**src/rtl/gpc_cfg.svh**
```systemverilog
`ifndef GPC_CFG_SVH
`define GPC_CFG_SVH
`define GPC_ADDR_PAGE 8'ha0
`define GPC_ADDR_PADCTL 8'hb5
`define GPC_PAGE_RST 8'h00
`define GPC_BIT_STROBE 7
`define GPC_BIT_PULLOFF 6
`define GPC_BIT_KEYSCAN 5
`define GPC_BIT_DRV2X 4
`define GPC_BIT_LEDMID 3
`define GPC_BIT_PINMID 2
`define GPC_LED_HI 1
`define GPC_LED_LO 0
`define GPC_SETTLE_CYC 2'd2
`define GPC_PADCTL_RST 8'h0c
`define GPC_LED_PIN 5
`define GPC_MODE_PIN_LO 1
`define GPC_ROFF_PIN_HI 2
`define GPC_SCAN_PIN_HI 3
`endif

```
**src/rtl/gpc_pkg.sv**
```systemverilog
package gpc_pkg;
    typedef enum logic [2:0] {
        GPC_IDLE = 3'b001,
        GPC_OPEN = 3'b010,
        GPC_SETTLE = 3'b100
    } gpc_latch_t;
    typedef enum logic [1:0] {
        GPC_LED_OFF = 2'h0,
        GPC_LED_LOW = 2'h1,
        GPC_LED_NOM = 2'h2,
        GPC_LED_HIGH = 2'h3
    } gpc_led_t;
endpackage : gpc_pkg

```
**src/rtl/gpc_pad_control_regs.sv**
```systemverilog
`include "gpc_cfg.svh"
`timescale 1ns/1ns
`default_nettype none
module gpc_pad_control_regs
    import gpc_pkg::*;
#(
    parameter int GPIO_W = 8
) (
    input wire logic clk,
    input wire logic sys_rst,
    input wire logic [7:0] sfrAddr,
    input wire logic sfrWr,
    input wire logic [7:0] sfrWdata,
    input wire logic sfrBitWr,
    input wire logic [2:0] sfrBitSel,
    input wire logic sfrBitVal,
    output logic [7:0] sfrRdata,
    input wire logic [7:0] pagedLowAddr,
    output logic [15:0] pagedAddr,
    input wire logic [GPIO_W-1:0] portZeroData,
    input wire logic [GPIO_W-1:0] pushPull,
    output logic [GPIO_W-1:0] pullUpEn,
    output logic [GPIO_W-1:0] forceLow,
    output logic doubleDrive,
    output logic ledPinMidThreshold,
    output logic pinMidThreshold,
    output logic [1:0] ledCurrentLevel,
    output logic ledCurrentOn,
    output logic padUpdateBusy
);
    initial begin
        if (GPIO_W < 6) $error("gpio width must reach line 5");
    end
    ////////////////////////////////////////////////////////////////////////////////
    logic [7:0] page_r;
    logic [7:0] pad_r;
    logic pullOffLat_r;
    logic keyScanLat_r;
    logic [1:0] settle_r;
    gpc_latch_t state_r;
    logic [7:0] wrPage;
    logic [7:0] wrPad;
    logic hitPage;
    logic hitPad;

    function automatic logic [7:0] applyWrite(input logic [7:0] cur);
        logic [7:0] v;
        v = cur;
        if (sfrWr) begin
            v = sfrWdata;
        end else if (sfrBitWr) begin
            v[sfrBitSel] = sfrBitVal;
        end
        return v;
    endfunction : applyWrite

    assign hitPage = (sfrWr || sfrBitWr) && (sfrAddr == `GPC_ADDR_PAGE);
    assign hitPad = (sfrWr || sfrBitWr) && (sfrAddr == `GPC_ADDR_PADCTL);
    assign wrPage = applyWrite(page_r);
    assign wrPad = applyWrite(pad_r);
    ////////////////////////////////////////////////////////////////////////////////
    always_ff @(posedge clk or posedge sys_rst) begin
        if (sys_rst) begin
            page_r <= `GPC_PAGE_RST;
        end else if (hitPage) begin
            page_r <= wrPage;
        end
    end

    always_ff @(posedge clk or posedge sys_rst) begin
        if (sys_rst) begin
            pad_r <= `GPC_PADCTL_RST;
        end else if (hitPad) begin
            pad_r <= wrPad;
        end
    end
    ////////////////////////////////////////////////////////////////////////////////
    // the pad latches hold through cpu reset on silicon; here they clear for a known start
    always_ff @(posedge clk or posedge sys_rst) begin
        if (sys_rst) begin
            state_r <= GPC_IDLE;
            pullOffLat_r <= 1'b0;
            keyScanLat_r <= 1'b0;
            settle_r <= 2'h0;
        end else begin
            case (state_r)
                GPC_IDLE: begin
                    if (pad_r[`GPC_BIT_STROBE]) begin
                        state_r <= GPC_OPEN;
                    end
                end
                GPC_OPEN: begin
                    pullOffLat_r <= pad_r[`GPC_BIT_PULLOFF];
                    keyScanLat_r <= pad_r[`GPC_BIT_KEYSCAN];
                    if (!pad_r[`GPC_BIT_STROBE]) begin
                        state_r <= GPC_SETTLE;
                        settle_r <= `GPC_SETTLE_CYC - 2'd1;
                    end
                end
                GPC_SETTLE: begin
                    // capture already ended in GPC_OPEN; this two-clock window only counts down to idle
                    if (settle_r == 2'h0) begin
                        state_r <= GPC_IDLE;
                    end else begin
                        settle_r <= settle_r - 2'd1;
                    end
                end
                default: state_r <= GPC_IDLE;
            endcase
        end
    end
    ////////////////////////////////////////////////////////////////////////////////
    always_ff @(posedge clk or posedge sys_rst) begin
        if (sys_rst) begin
            sfrRdata <= 8'h00;
        end else if (sfrAddr == `GPC_ADDR_PAGE) begin
            sfrRdata <= page_r;
        end else if (sfrAddr == `GPC_ADDR_PADCTL) begin
            sfrRdata <= {pad_r[`GPC_BIT_STROBE], pullOffLat_r, keyScanLat_r,
                         pad_r[`GPC_BIT_DRV2X:0]};
        end else begin
            sfrRdata <= 8'h00;
        end
    end

    always_ff @(posedge clk or posedge sys_rst) begin
        if (sys_rst) begin
            pagedAddr <= 16'h0000;
        end else begin
            pagedAddr <= {page_r, pagedLowAddr};
        end
    end
    ////////////////////////////////////////////////////////////////////////////////
    always_ff @(posedge clk or posedge sys_rst) begin
        if (sys_rst) begin
            pullUpEn <= '0;
            forceLow <= '0;
        end else begin
            for (int i = 0; i < GPIO_W; i++) begin
                pullUpEn[i] <= !pushPull[i];
                forceLow[i] <= 1'b0;
                if (i >= `GPC_MODE_PIN_LO && i <= `GPC_ROFF_PIN_HI && pullOffLat_r) begin
                    pullUpEn[i] <= 1'b0;
                end
                if (i >= `GPC_MODE_PIN_LO && i <= `GPC_SCAN_PIN_HI && keyScanLat_r) begin
                    pullUpEn[i] <= 1'b0;
                    forceLow[i] <= 1'b1;
                end
            end
        end
    end

    always_ff @(posedge clk or posedge sys_rst) begin
        if (sys_rst) begin
            doubleDrive <= 1'b0;
            ledPinMidThreshold <= 1'b1;
            pinMidThreshold <= 1'b1;
            ledCurrentLevel <= GPC_LED_OFF;
            ledCurrentOn <= 1'b0;
            padUpdateBusy <= 1'b0;
        end else begin
            doubleDrive <= pad_r[`GPC_BIT_DRV2X];
            ledPinMidThreshold <= pad_r[`GPC_BIT_LEDMID];
            pinMidThreshold <= pad_r[`GPC_BIT_PINMID];
            ledCurrentLevel <= pad_r[`GPC_LED_HI:`GPC_LED_LO];
            // level alone never lights the led; gpio 5 data gates it
            ledCurrentOn <= portZeroData[`GPC_LED_PIN] &&
                            (pad_r[`GPC_LED_HI:`GPC_LED_LO] != GPC_LED_OFF);
            padUpdateBusy <= (state_r != GPC_IDLE);
        end
    end
endmodule : gpc_pad_control_regs
`default_nettype wire

```
**config.mk**
```make
export PLATFORM = sky130hd
export DESIGN_NAME = gpc_pad_control_regs
export DESIGN_NICKNAME = d
export VERILOG_FILES = /design/src/rtl/gpc_pkg.sv /design/src/rtl/gpc_pad_control_regs.sv
export VERILOG_INCLUDE_DIRS = /design/src /design/src/rtl
export SDC_FILE = /design/constraint.sdc
export NUM_CORES = 1
export LEC_CHECK = 0
export ABC_AREA = 0
export BUFFER_PORTS_ARGS = -buffer_cell sky130_fd_sc_hd__buf_2
export CELL_PAD_IN_SITES_DETAIL_PLACEMENT = 1
export CELL_PAD_IN_SITES_GLOBAL_PLACEMENT = 2
export CORE_UTILIZATION = 27
export CTS_BUF_LIST = sky130_fd_sc_hd__clkbuf_16
export DETAILED_ROUTE_END_ITERATION = 8
export GPL_TIMING_DRIVEN = 0
export PLACE_DENSITY = 0.71
export SLEW_MARGIN = 20
export SYNTH_ARGS = -nofsm -noshare
export SYNTH_HDL_FRONTEND = slang
export SYNTH_SLANG_ARGS = --single-unit
```
**constraint.sdc**
```tcl
create_clock -name clk -period 2 [get_ports clk]
set_clock_uncertainty 0.2 [all_clocks]
set_input_delay 0.1 -clock clk [delete_from_list [all_inputs] [get_ports clk]]
set_output_delay 0.1 -clock clk [all_outputs]
set_load 0.005 [all_outputs]
```
==> results by group, run 1 <==
Final layout
  – Design area: 3603 µm²
  – Layout area overhead: 44.29%
  – Most frequent cells in the layout: buf_2, dfrtp_1, nor2_1, dlygate4sd3_1
  – Ratio of cells with drive above 1 in the final layout: 39.94%
  – Most common cell after layout, fill and taps aside: buf_2
  – Antenna cell count: 0
  – Final #Nets: 368

Routing
  – Met2 wire length: 3375 µm
  – M1 WL: 2598 µm
  – Wire length on met3: 386 µm
  – DRT iter0 DRCs: 35
  – Avg Vias per Cell: 4.483
  – Drt total wl: 6403 µm
  – DR top layer: met4
  – Post-detailed-route DRC marker count: 7
  – Antenna Violating Nets Remaining: 0
  – Vias: 1932
  – Routed len/inst: 14.86 µm
  – TritonRoute pass-1 iters: 6

GRT
  – First-pass GRT wire length: 10470 µm
  – Largest net degree at the start of global routing: 49
  – Initial antenna violation count: 0
  – GRT Total Usage: 14.24%
  – Gr ovfl total: 0
  – Vias in the first global route: 2103

CTS
  – # Post-CTS Setup Buffers: 0
  – CTS max path bufs: 2
  – CTS root buf: clkbuf_16
  – Num CTS Buffers: 9
  – # clock sinks: 63
  – Clk slew on worst S/H paths: 0.05 ns
  – CTS tree: done
  – Htree depth: 3
  – Clk Latency, worst-skew pair: 0.33 ns

STA
  – Hold Fails Final Rpt: 3
  – FMAX: 0.5650 GHz
  – RSZ-0062 raised after global routing: no
  – Setup ws final: 0.2302 ns
  – Hold WS: -0.004153 ns
  – Final setup fails: 0
  – Slew Limit Fails: 0
  – Final setup TNS: 0 ns
  – Worst-Margin Slew: 0.5710 ns
  – Worst slew margin: 61.81%
  – Fin crit share: 88.49%
  – Crit path time final: 1.770 ns

Pwr
  – Leakage power: 1.839 nW
  – Worst VDD drop: 0.3375 mV
  – Pwr/cell area: 807.7 nW/µm²
  – Pwr Total: 2.910 mW

Worst setup path
  – CP startpoint: settle_r[0]
  – Crit Reg-Reg Startpoint: settle_r[0]
  – Startpoint types: flip-flop
  – Worst endpoint required time: 2.01 ns
  – Worst Path Max Fanout: 3
  – Kind of critical path: flip-flop to flip-flop
  – CP arrival: 1.78 ns
  – CP Capture Type: flip-flop

Place
  – Pre-CTS WS: 0.07329 ns
  – Placed cell areas: 3088 µm²
  – Port Buffers: 82
  – Post-DP HPWL: 4247 µm
  – Routability cong.: 0.7042

Yosys
  – Synth Cell Area: 2497 µm²
  – Yosys top cell area share: 58.12%
  – Number of synthesis warnings: 0
  – Avg Inst Size Synth: 12.81 µm²
  – Synth cell types: 36
  – Synthesis-stage register bit count: 63
  – Synth area leaders: dfrtp_1, mux2_1, dfstp_2
  – Seq/Total Area, Yosys: 63.38%
  – Cells after Synth: 195
  – Leading area contributor after synthesis: dfrtp_1

Floorplanning
  – IO Count: 95
  – Initial core utilization: 28.22%
  – Die Area: 9638 µm²
  – Die Ht: 98.18 µm
  – Die width: 98.18 µm
  – Site row count: 34
  – Total core area: 8848 µm²

Job
  – Max Cap Violations: 0

Worst hold path
  – Worst hold path type: input pin to flip-flop
  – Hold wc startpoint: sfrAddr[3]

Run status
  – Outcome: finished with violations
  – Failing checks: DRC, hold timing
[worst max-delay path: stages, from the launching register on]
cell,delay [ns]
dfrtp_1,0.33
inv_1,0.05
ha_1,0.21
nor3b_1,0.21
a21oi_1,0.06
nor2_1,0.22
mux2_2,0.37
[per-stage QoR]
step                std cells  utilization, %
finish                    431           40.72
floorplan                 199               -
global route              431           40.72
detailed placement        390           34.90
CTS                       431           40.72
global placement          389           34.56
[cells in the mapped netlist]
| master | n |
|---|---|
| dfrtp_1 | 58 |
| nor2_1 | 29 |
| mux2_1 | 12 |
| nand2_1 | 12 |
| inv_1 | 10 |
| a22oi_1 | 8 |
| buf_4 | 7 |
| mux2_2 | 7 |
| o31ai_1 | 6 |
| dfstp_2 | 5 |
| o21ba_2 | 4 |
| a21oi_1 | 3 |
| a31oi_1 | 3 |
| nor3b_1 | 3 |
| clkbuf_1 | 2 |
| nand2b_1 | 2 |
| nand4_4 | 2 |
| nor3_1 | 2 |
| o41ai_1 | 2 |
| or4_1 | 2 |
| and2b_1 | 1 |
| and3_1 | 1 |
| and3_2 | 1 |
| buf_2 | 1 |
| buf_6 | 1 |
| conb_1 | 1 |
| ha_1 | 1 |
| mux2i_1 | 1 |
| nand2_4 | 1 |
| nand3b_1 | 1 |
| nor3_2 | 1 |
| nor3_4 | 1 |
| nor3b_4 | 1 |
| o21a_1 | 1 |
| or2_1 | 1 |
| xor2_1 | 1 |
[worst paths after layout]
| check | to | slack (ns) | cells past startpoint |
|---|---|---|---|
| max | settle_r[0] | 0.23 | 6 |
| min | sfrRdata[1] | -0.004 | 4 |
| max reg2reg | settle_r[0] | 0.23 | 6 |
| min reg2reg | ledPinMidThreshold | 0.18 | 0 |
| max in group asynchronous | pad_r[2] | 0.96 | 4 |
| min in group asynchronous | state_r[2] | 0.07 | 3 |
[sequential cells by signal, indices dropped and copies added, names as in the netlist]
| name | flops |
|---|---|
| pullOffLat_r | 1 |
| settle_r | 2 |
| ledCurrentOn | 1 |
| doubleDrive | 1 |
| state_r | 3 |
| forceLow | 1 |
| pinMidThreshold | 1 |
| pullUpEn | 8 |
| ledPinMidThreshold | 1 |
| padUpdateBusy | 1 |
| sfrRdata | 8 |
| pad_r | 8 |
| ledCurrentLevel | 2 |
| pagedAddr | 16 |
| keyScanLat_r | 1 |
| page_r | 8 |
[report_power, final]
part,switching (mW),internal (mW)
logic,0.123,0.122
registers,0.0146,1.31
clock network,0.524,0.813
[timing repair]
action / CTS / global route
endpoints found under the hold margin: 90 / 0
gates resized for setup: 0 / 0
hold buffers: 26 / 0
[cell type report]
class	count	area [µm²]
Buffer	11	76.32
Clock buffer	9	225.2
Clock inverter	6	30.03
Fill cell	990	5245
Inverter	10	40.04
Multi-Input combinational cell	115	815.8
Sequential cell	63	1583
Tap cell	108	135.1
Timing Repair Buffer	109	698.2
[cell families after synthesis]
kind of cell / after synthesis / share of synthesized area, %
DFF: 63 / 63.38
buffers and inverters: 21 / 4.559
muxes: 20 / 8.968
xor gates and xnor gates: 1 / 0.3508
AOI/OAI and AO/OA: 27 / 8.167
adders and majority gates: 1 / 0.5009
and+or+nand+nor: 61 / 13.93
other: 1 / 0.1502
[routing by layer]
layer	vias to the layer above	track usage (%)
li1	902	-
met1	962	16.07
met2	64	25.57
met3	4	4.653
met4	0	4.133
met5	-	0
No activity file was read; power rests on OpenSTA's default activity.
==> run 2, diff against run 1 <==
- CORE_UTILIZATION: 27 -> 30
- PLACE_DENSITY: 0.71 -> 0.89
- clock period: 2 -> 1.9 ns (I/O delays scaled with it)
==> run 2 against run 1 <==
The run now ends clean. Non-clock buffer count is 3 higher. Via count rose by 1.3%. Power increased by 9.6%. Worst setup slack got worse by 0.20 ns. Count of clock-buffer cells in the layout unchanged. Register-to-register slack got worse by 0.05 ns. Sequential cell count is the same. Die area fell by 9.8%. Combinational power increased by 7%. Final area rose by 1.2%. Global-route usage up 1.6 points. Largest cell class unchanged.
==> results by group, run 2 (synthesized netlist as in run 1, its figures left out) <==
Pwr
  – Combinational cell fraction of total power: 8.2%
  – Psw: 687.5 µW
  – Sw Ratio: 21.55%
  – Register share of total power: 43.8%
  – Clock network power share: 48.0%
  – Pwr/cell area: 874.7 nW/µm²
  – Int Pwr: 2.503 mW
  – Leakage power: 1.859 nW
  – Worst VDD drop: 0.4759 mV

STA
  – RSZ-0062 raised after global routing: yes
  – Worst-Margin Slew: 0.5608 ns
  – Final setup fails: 0
  – Hold WS: 0.03758 ns
  – Fin crit share: 98.49%
  – FMAX: 0.5344 GHz
  – Worst slew margin: 62.49%
  – Hold Fails Final Rpt: 0
  – Setup ws final: 0.02867 ns
  – Slew Limit Fails: 0
  – Crit path time final: 1.871 ns
  – Final setup TNS: 0 ns

Final layout
  – Antenna cell count: 0
  – Largest Register: pagedAddr
  – Final #Nets: 371
  – Most common cell after layout, fill and taps aside: buf_2
  – Max FFs per register: 16
  – Most frequent cells in the layout: buf_2, dfrtp_1, nor2_1, dlygate4sd3_1
  – Ratio of cells with drive above 1 in the final layout: 39.14%
  – Final Util: 46.24%
  – Layout area overhead: 46.04%
  – Design area: 3647 µm²
  – Fillers: 878

Worst setup path
  – Worst reg2reg endpoint: settle_r[0]
  – Critical Path Slowest Stage Cell: dlygate4sd3_1
  – Crit path buf inv count: 3
  – Worst endpoint required time: 1.90 ns
  – R2R depth: 6
  – CP Capture Type: flip-flop
  – CP arrival: 1.87 ns
  – CP top delay family: buffers and inverters
  – CP startpoint: sfrAddr[3]
  – Kind of critical path: input pin to flip-flop
  – Worst Path Max Fanout: 8
  – Crit path largest cell delay: 0.55 ns
  – R2r setup slk: 0.18 ns
  – Startpoint types: input pin
  – Crit Reg-Reg Startpoint: settle_r[0]
  – CP Cell Sequence: dlygate4sd3_1 -> buf_2 -> nor3b_4 -> buf_4 -> nand4_4 -> nor2_1 -> mux2_1

Routing
  – Drt total wl: 6200 µm
  – Antenna Violating Nets Remaining: 0
  – DRT iter0 DRCs: 57
  – Routed len/inst: 14.45 µm
  – TritonRoute pass-1 iters: 4
  – Avg Vias per Cell: 4.562
  – Vias: 1957
  – Post-detailed-route DRC marker count: 0

Run status
  – Outcome: complete, no violations

GRT
  – Gr ovfl total: 0
  – First-pass GRT wire length: 10270 µm
  – Largest net degree at the start of global routing: 51
  – Vias in the first global route: 2109
  – Initial antenna violation count: 0
  – GRT Total Usage: 15.83%

Floorplanning
  – Die Area: 8694 µm²
  – Site row count: 32
  – Initial core utilization: 31.66%
  – IO Count: 95
  – Total core area: 7888 µm²
  – Die Ht: 93.24 µm
  – Die width: 93.24 µm

CTS
  – Post_cts resized: 0
  – # clock sinks: 63
  – CTS root buf: clkbuf_16
  – Clk slew on worst S/H paths: 0.05 ns
  – CTS max path bufs: 2
  – Htree depth: 3
  – Num CTS Buffers: 9
  – Clk Latency, worst-skew pair: 0.32 ns
  – CTS tree: done

Place
  – Pre-CTS WS: 0.02902 ns
  – Routability cong.: 0.7657
  – Placed cell areas: 3080 µm²
  – Port Buffers: 82
  – Post-DP HPWL: 4098 µm

Worst hold path
  – Worst hold path type: input pin to asynchronous set/reset pin

Job
  – Max Cap Violations: 0
-- run 2: changes by cell type in the layout (fill, tap and decap cells not counted) --
cell           delta
clkinv_1          +4
bufinv_16         +1
clkinvlp_4        -1
dlygate4sd3_1     +2
buf_4             +1
clkinv_2          -2
inv_1             -1
-- run 2: cell type report --
| class | count | area, µm² | area share [%] |
|---|---|---|---|
| plain buffers | 11 | 76.32 | 2.093 |
| clock buffers | 9 | 225.2 | 6.175 |
| clock inverters | 7 | 53.80 | 1.475 |
| inverters | 10 | 40.04 | 1.098 |
| multi-input cells | 115 | 815.8 | 22.37 |
| flip-flops and latches | 63 | 1583 | 43.40 |
| well taps | 102 | 127.6 | 3.499 |
| repair buffers | 112 | 725.7 | 19.90 |
-- run 2: tightest hold or removal path: cells and delay by family --
family | cells | cell delay (ns)
buffers and inverters | 3 | 0.83
-- run 2: what timing repair did --
| action | CTS | global route |
|---|---|---|
| endpoints found under the hold margin | 97 | 0 |
| setup buffers | 0 | 1 |
| hold buffers | 28 | 0 |
| endpoints found under the setup margin | 0 | 14 |
-- run 2: power groups by stage --
stage | sequential, mW | clock, mW | combinational, mW
2_1_floorplan | 1.42 | 0 | 0.100
3_3_place_gp | 1.42 | 0 | 0.203
3_5_place_dp | 1.42 | 0 | 0.217
5_1_grt | 1.40 | 1.65 | 0.291
4_1_cts | 1.40 | 1.59 | 0.262
6_report | 1.40 | 1.53 | 0.261
-- run 2: stage by stage --
step	std cells	power, mW
floorplan	199	1.522
global placement	383	1.622
detailed placement	384	1.637
CTS	428	3.247
global route	429	3.338
finish	429	3.190
-- run 2: worst max-delay path by stage --
stage,endpoint,slack [ns],depth (start not counted)
2_1_floorplan,doubleDrive,0.04,1
3_3_place_gp,page_r[3],-0.72,2
3_5_place_dp,page_r[0],0.03,5
4_1_cts,page_r[0],0.004,6
5_1_grt,page_r[1],-0.05,7
6_report,page_r[1],0.03,7
-- run 2: layer usage --
metal	part of all wire [%]	global-route usage [%]	wire, µm	vias up
met3	4.8	5.447	300	7
met5	0	0	0	-
met2	53	27.63	3305	61
li1	-	-	-	915
met4	1.1	5.256	67	0
met1	41	18.02	2526	974
==> run 3, diff against run 2 <==
- CORE_MARGIN: unset -> 5
==> run 3 against run 2 <==
Sequential share of layout area is 0.57 points lower. Maximum frequency is 0.66% lower. Final cell count is 0.70% higher. Via count is 0.10% higher. Final area is 1.3% higher. Non-clock buffer count stayed put. Critical path type unchanged. Critical endpoint is now page_r[0].
==> results by group, run 3 (synthesized netlist as in run 1, its figures left out) <==
Run status
  – Outcome: complete, no violations

Floorplanning
  – IO Count: 95
  – Die width: 101.2 µm
  – Initial core utilization: 30.55%
  – Die Ht: 101.2 µm
  – Total core area: 8175 µm²
  – Site row count: 33
  – Die Area: 10250 µm²

Final layout
  – Antenna cell count: 0
  – Most common cell after layout, fill and taps aside: buf_2
  – Final cell count without fillers: 432
  – Design area: 3696 µm²
  – Ratio of cells with drive above 1 in the final layout: 42.81%
  – Final Util: 45.21%
  – Layout area overhead: 48.00%
  – Final #Nets: 371
  – Max FFs per register: 16
  – Largest Register: pagedAddr
  – Most frequent cells in the layout: buf_2, dfrtp_1, dlygate4sd3_1, nor2_1, inv_1

STA
  – Setup ws final: 0.01626 ns
  – Slew Limit Fails: 0
  – Hold Fails Final Rpt: 0
  – RSZ-0062 raised after global routing: yes
  – Worst-Margin Slew: 0.5555 ns
  – FMAX: 0.5309 GHz
  – Worst slew margin: 62.85%
  – Final setup fails: 0
  – Crit path time final: 1.884 ns
  – Fin crit share: 99.14%
  – Hold WS: 0.008786 ns

CTS
  – Num CTS Buffers: 9
  – Htree depth: 3
  – # clock sinks: 63
  – Clk slew on worst S/H paths: 0.05 ns
  – CTS tree: done
  – CTS root buf: clkbuf_16
  – Clk Latency, worst-skew pair: 0.32 ns
  – CTS max path bufs: 2

Place
  – Post-DP HPWL: 4469 µm
  – Placed cell areas: 3084 µm²
  – Cells after DPL: 387
  – Port Buffers: 82
  – Routability cong.: 0.7620
  – Pre-CTS WS: 0.03175 ns

Routing
  – Vias: 1959
  – Post-detailed-route DRC marker count: 0
  – TritonRoute pass-1 iters: 4
  – DRT iter0 DRCs: 35
  – Avg Vias per Cell: 4.535
  – Routed len/inst: 15.19 µm
  – Drt total wl: 6560 µm
  – Antenna Violating Nets Remaining: 0

GRT
  – First-pass GRT wire length: 10580 µm
  – Vias in the first global route: 2129
  – GRT Total Usage: 13.34%
  – Initial antenna violation count: 0
  – Gr ovfl total: 0
  – Largest net degree at the start of global routing: 61

Worst setup path
  – CP arrival: 1.89 ns
  – Startpoint types: input pin
  – Worst reg2reg endpoint: settle_r[0]
  – Worst endpoint required time: 1.90 ns
  – Worst Path Max Fanout: 8
  – R2r setup slk: 0.21 ns
  – CP Capture Type: flip-flop
  – Kind of critical path: input pin to flip-flop
  – Crit Reg-Reg Startpoint: settle_r[0]
  – R2R depth: 6

Pwr
  – Worst VDD drop: 0.3984 mV
  – Psw: 686.6 µW
  – Leakage power: 1.880 nW
  – Pwr/cell area: 826.0 nW/µm²
  – Register share of total power: 45.8%
  – Combinational cell fraction of total power: 8.7%
  – Clock network power share: 45.5%
  – Int Pwr: 2.366 mW
  – Sw Ratio: 22.49%

Worst hold path
  – WHS Path Cells: 4
  – Worst hold path type: input pin to flip-flop
  – Hold wc startpoint: sfrAddr[1]
  – Hold EP: sfrRdata[3]

Job
  – Max Cap Violations: 0
-- run 3: cell count changes in the layout (fill, tap and decap cells not counted), sizes merged --
cell and delta:
clkinv -4, inv +5, bufinv -1
-- run 3: what timing repair did --
item	4_1_cts	5_1_grt
buffers inserted	0	1
resized for setup	0	17
hold buffers	28	0
setup endpoints to repair	0	6
hold endpoints to repair	97	0
-- run 3: per-stage QoR --
stage | TNS, ns | power, mW
3_3_place_gp | -40.01 | 1.623
5_1_grt | -0.03182 | 3.187
3_5_place_dp | 0 | 1.639
4_1_cts | 0 | 3.094
6_report | 0 | 3.053
2_1_floorplan | 0 | 1.522
-- run 3: layer usage --
| metal | part of all wire [%] | GRT usage (%) | vias to the layer above |
|---|---|---|---|
| met3 | 5.7 | 4.339 | 6 |
| met4 | 0.67 | 3.988 | 0 |
| met2 | 53 | 23.24 | 62 |
| li1 | - | - | 912 |
| met1 | 41 | 15.66 | 979 |
| met5 | 0 | 0 | - |
-- run 3: layout make-up --
class,instances,area (µm²)
Timing Repair Buffer,112,738.2
Buffer,11,76.32
Inverter,10,40.04
Clock inverter,7,27.53
Tap cell,105,131.4
Multi-Input combinational cell,115,874.6
Sequential cell,63,1583
Fill cell,925,4479
Clock buffer,9,225.2
-- run 3: power groups by stage --
stage          registers (mW)  clock network [mW]  logic [mW]
2_1_floorplan            1.42                   0       0.100
3_3_place_gp             1.42                   0       0.204
3_5_place_dp             1.42                   0       0.218
4_1_cts                  1.40                1.43       0.263
5_1_grt                  1.40                1.49       0.299
6_report                 1.40                1.39       0.266
-- run 3: how the worst max path moves through the flow --
stage / from / end / slack, ns / depth (start not counted)
after floorplan: sys_rst / doubleDrive / 0.04 / 1
after global placement: sys_rst / sfrRdata[2] / -0.68 / 2
after detailed placement: sfrAddr[0] / page_r[4] / 0.03 / 5
after CTS: sfrAddr[3] / pad_r[7] / 0.03 / 6
after global routing: sfrAddr[3] / page_r[0] / -0.01 / 7
final: sfrAddr[3] / page_r[0] / 0.02 / 7
-- run 3: critical path, stage by stage --
cell and delay, ns:
dlygate4sd3_1 0.53, buf_2 0.14, nor3b_4 0.36, nand4_4 0.15
buf_12 0.20, nor2_2 0.09, mux2_1 0.33
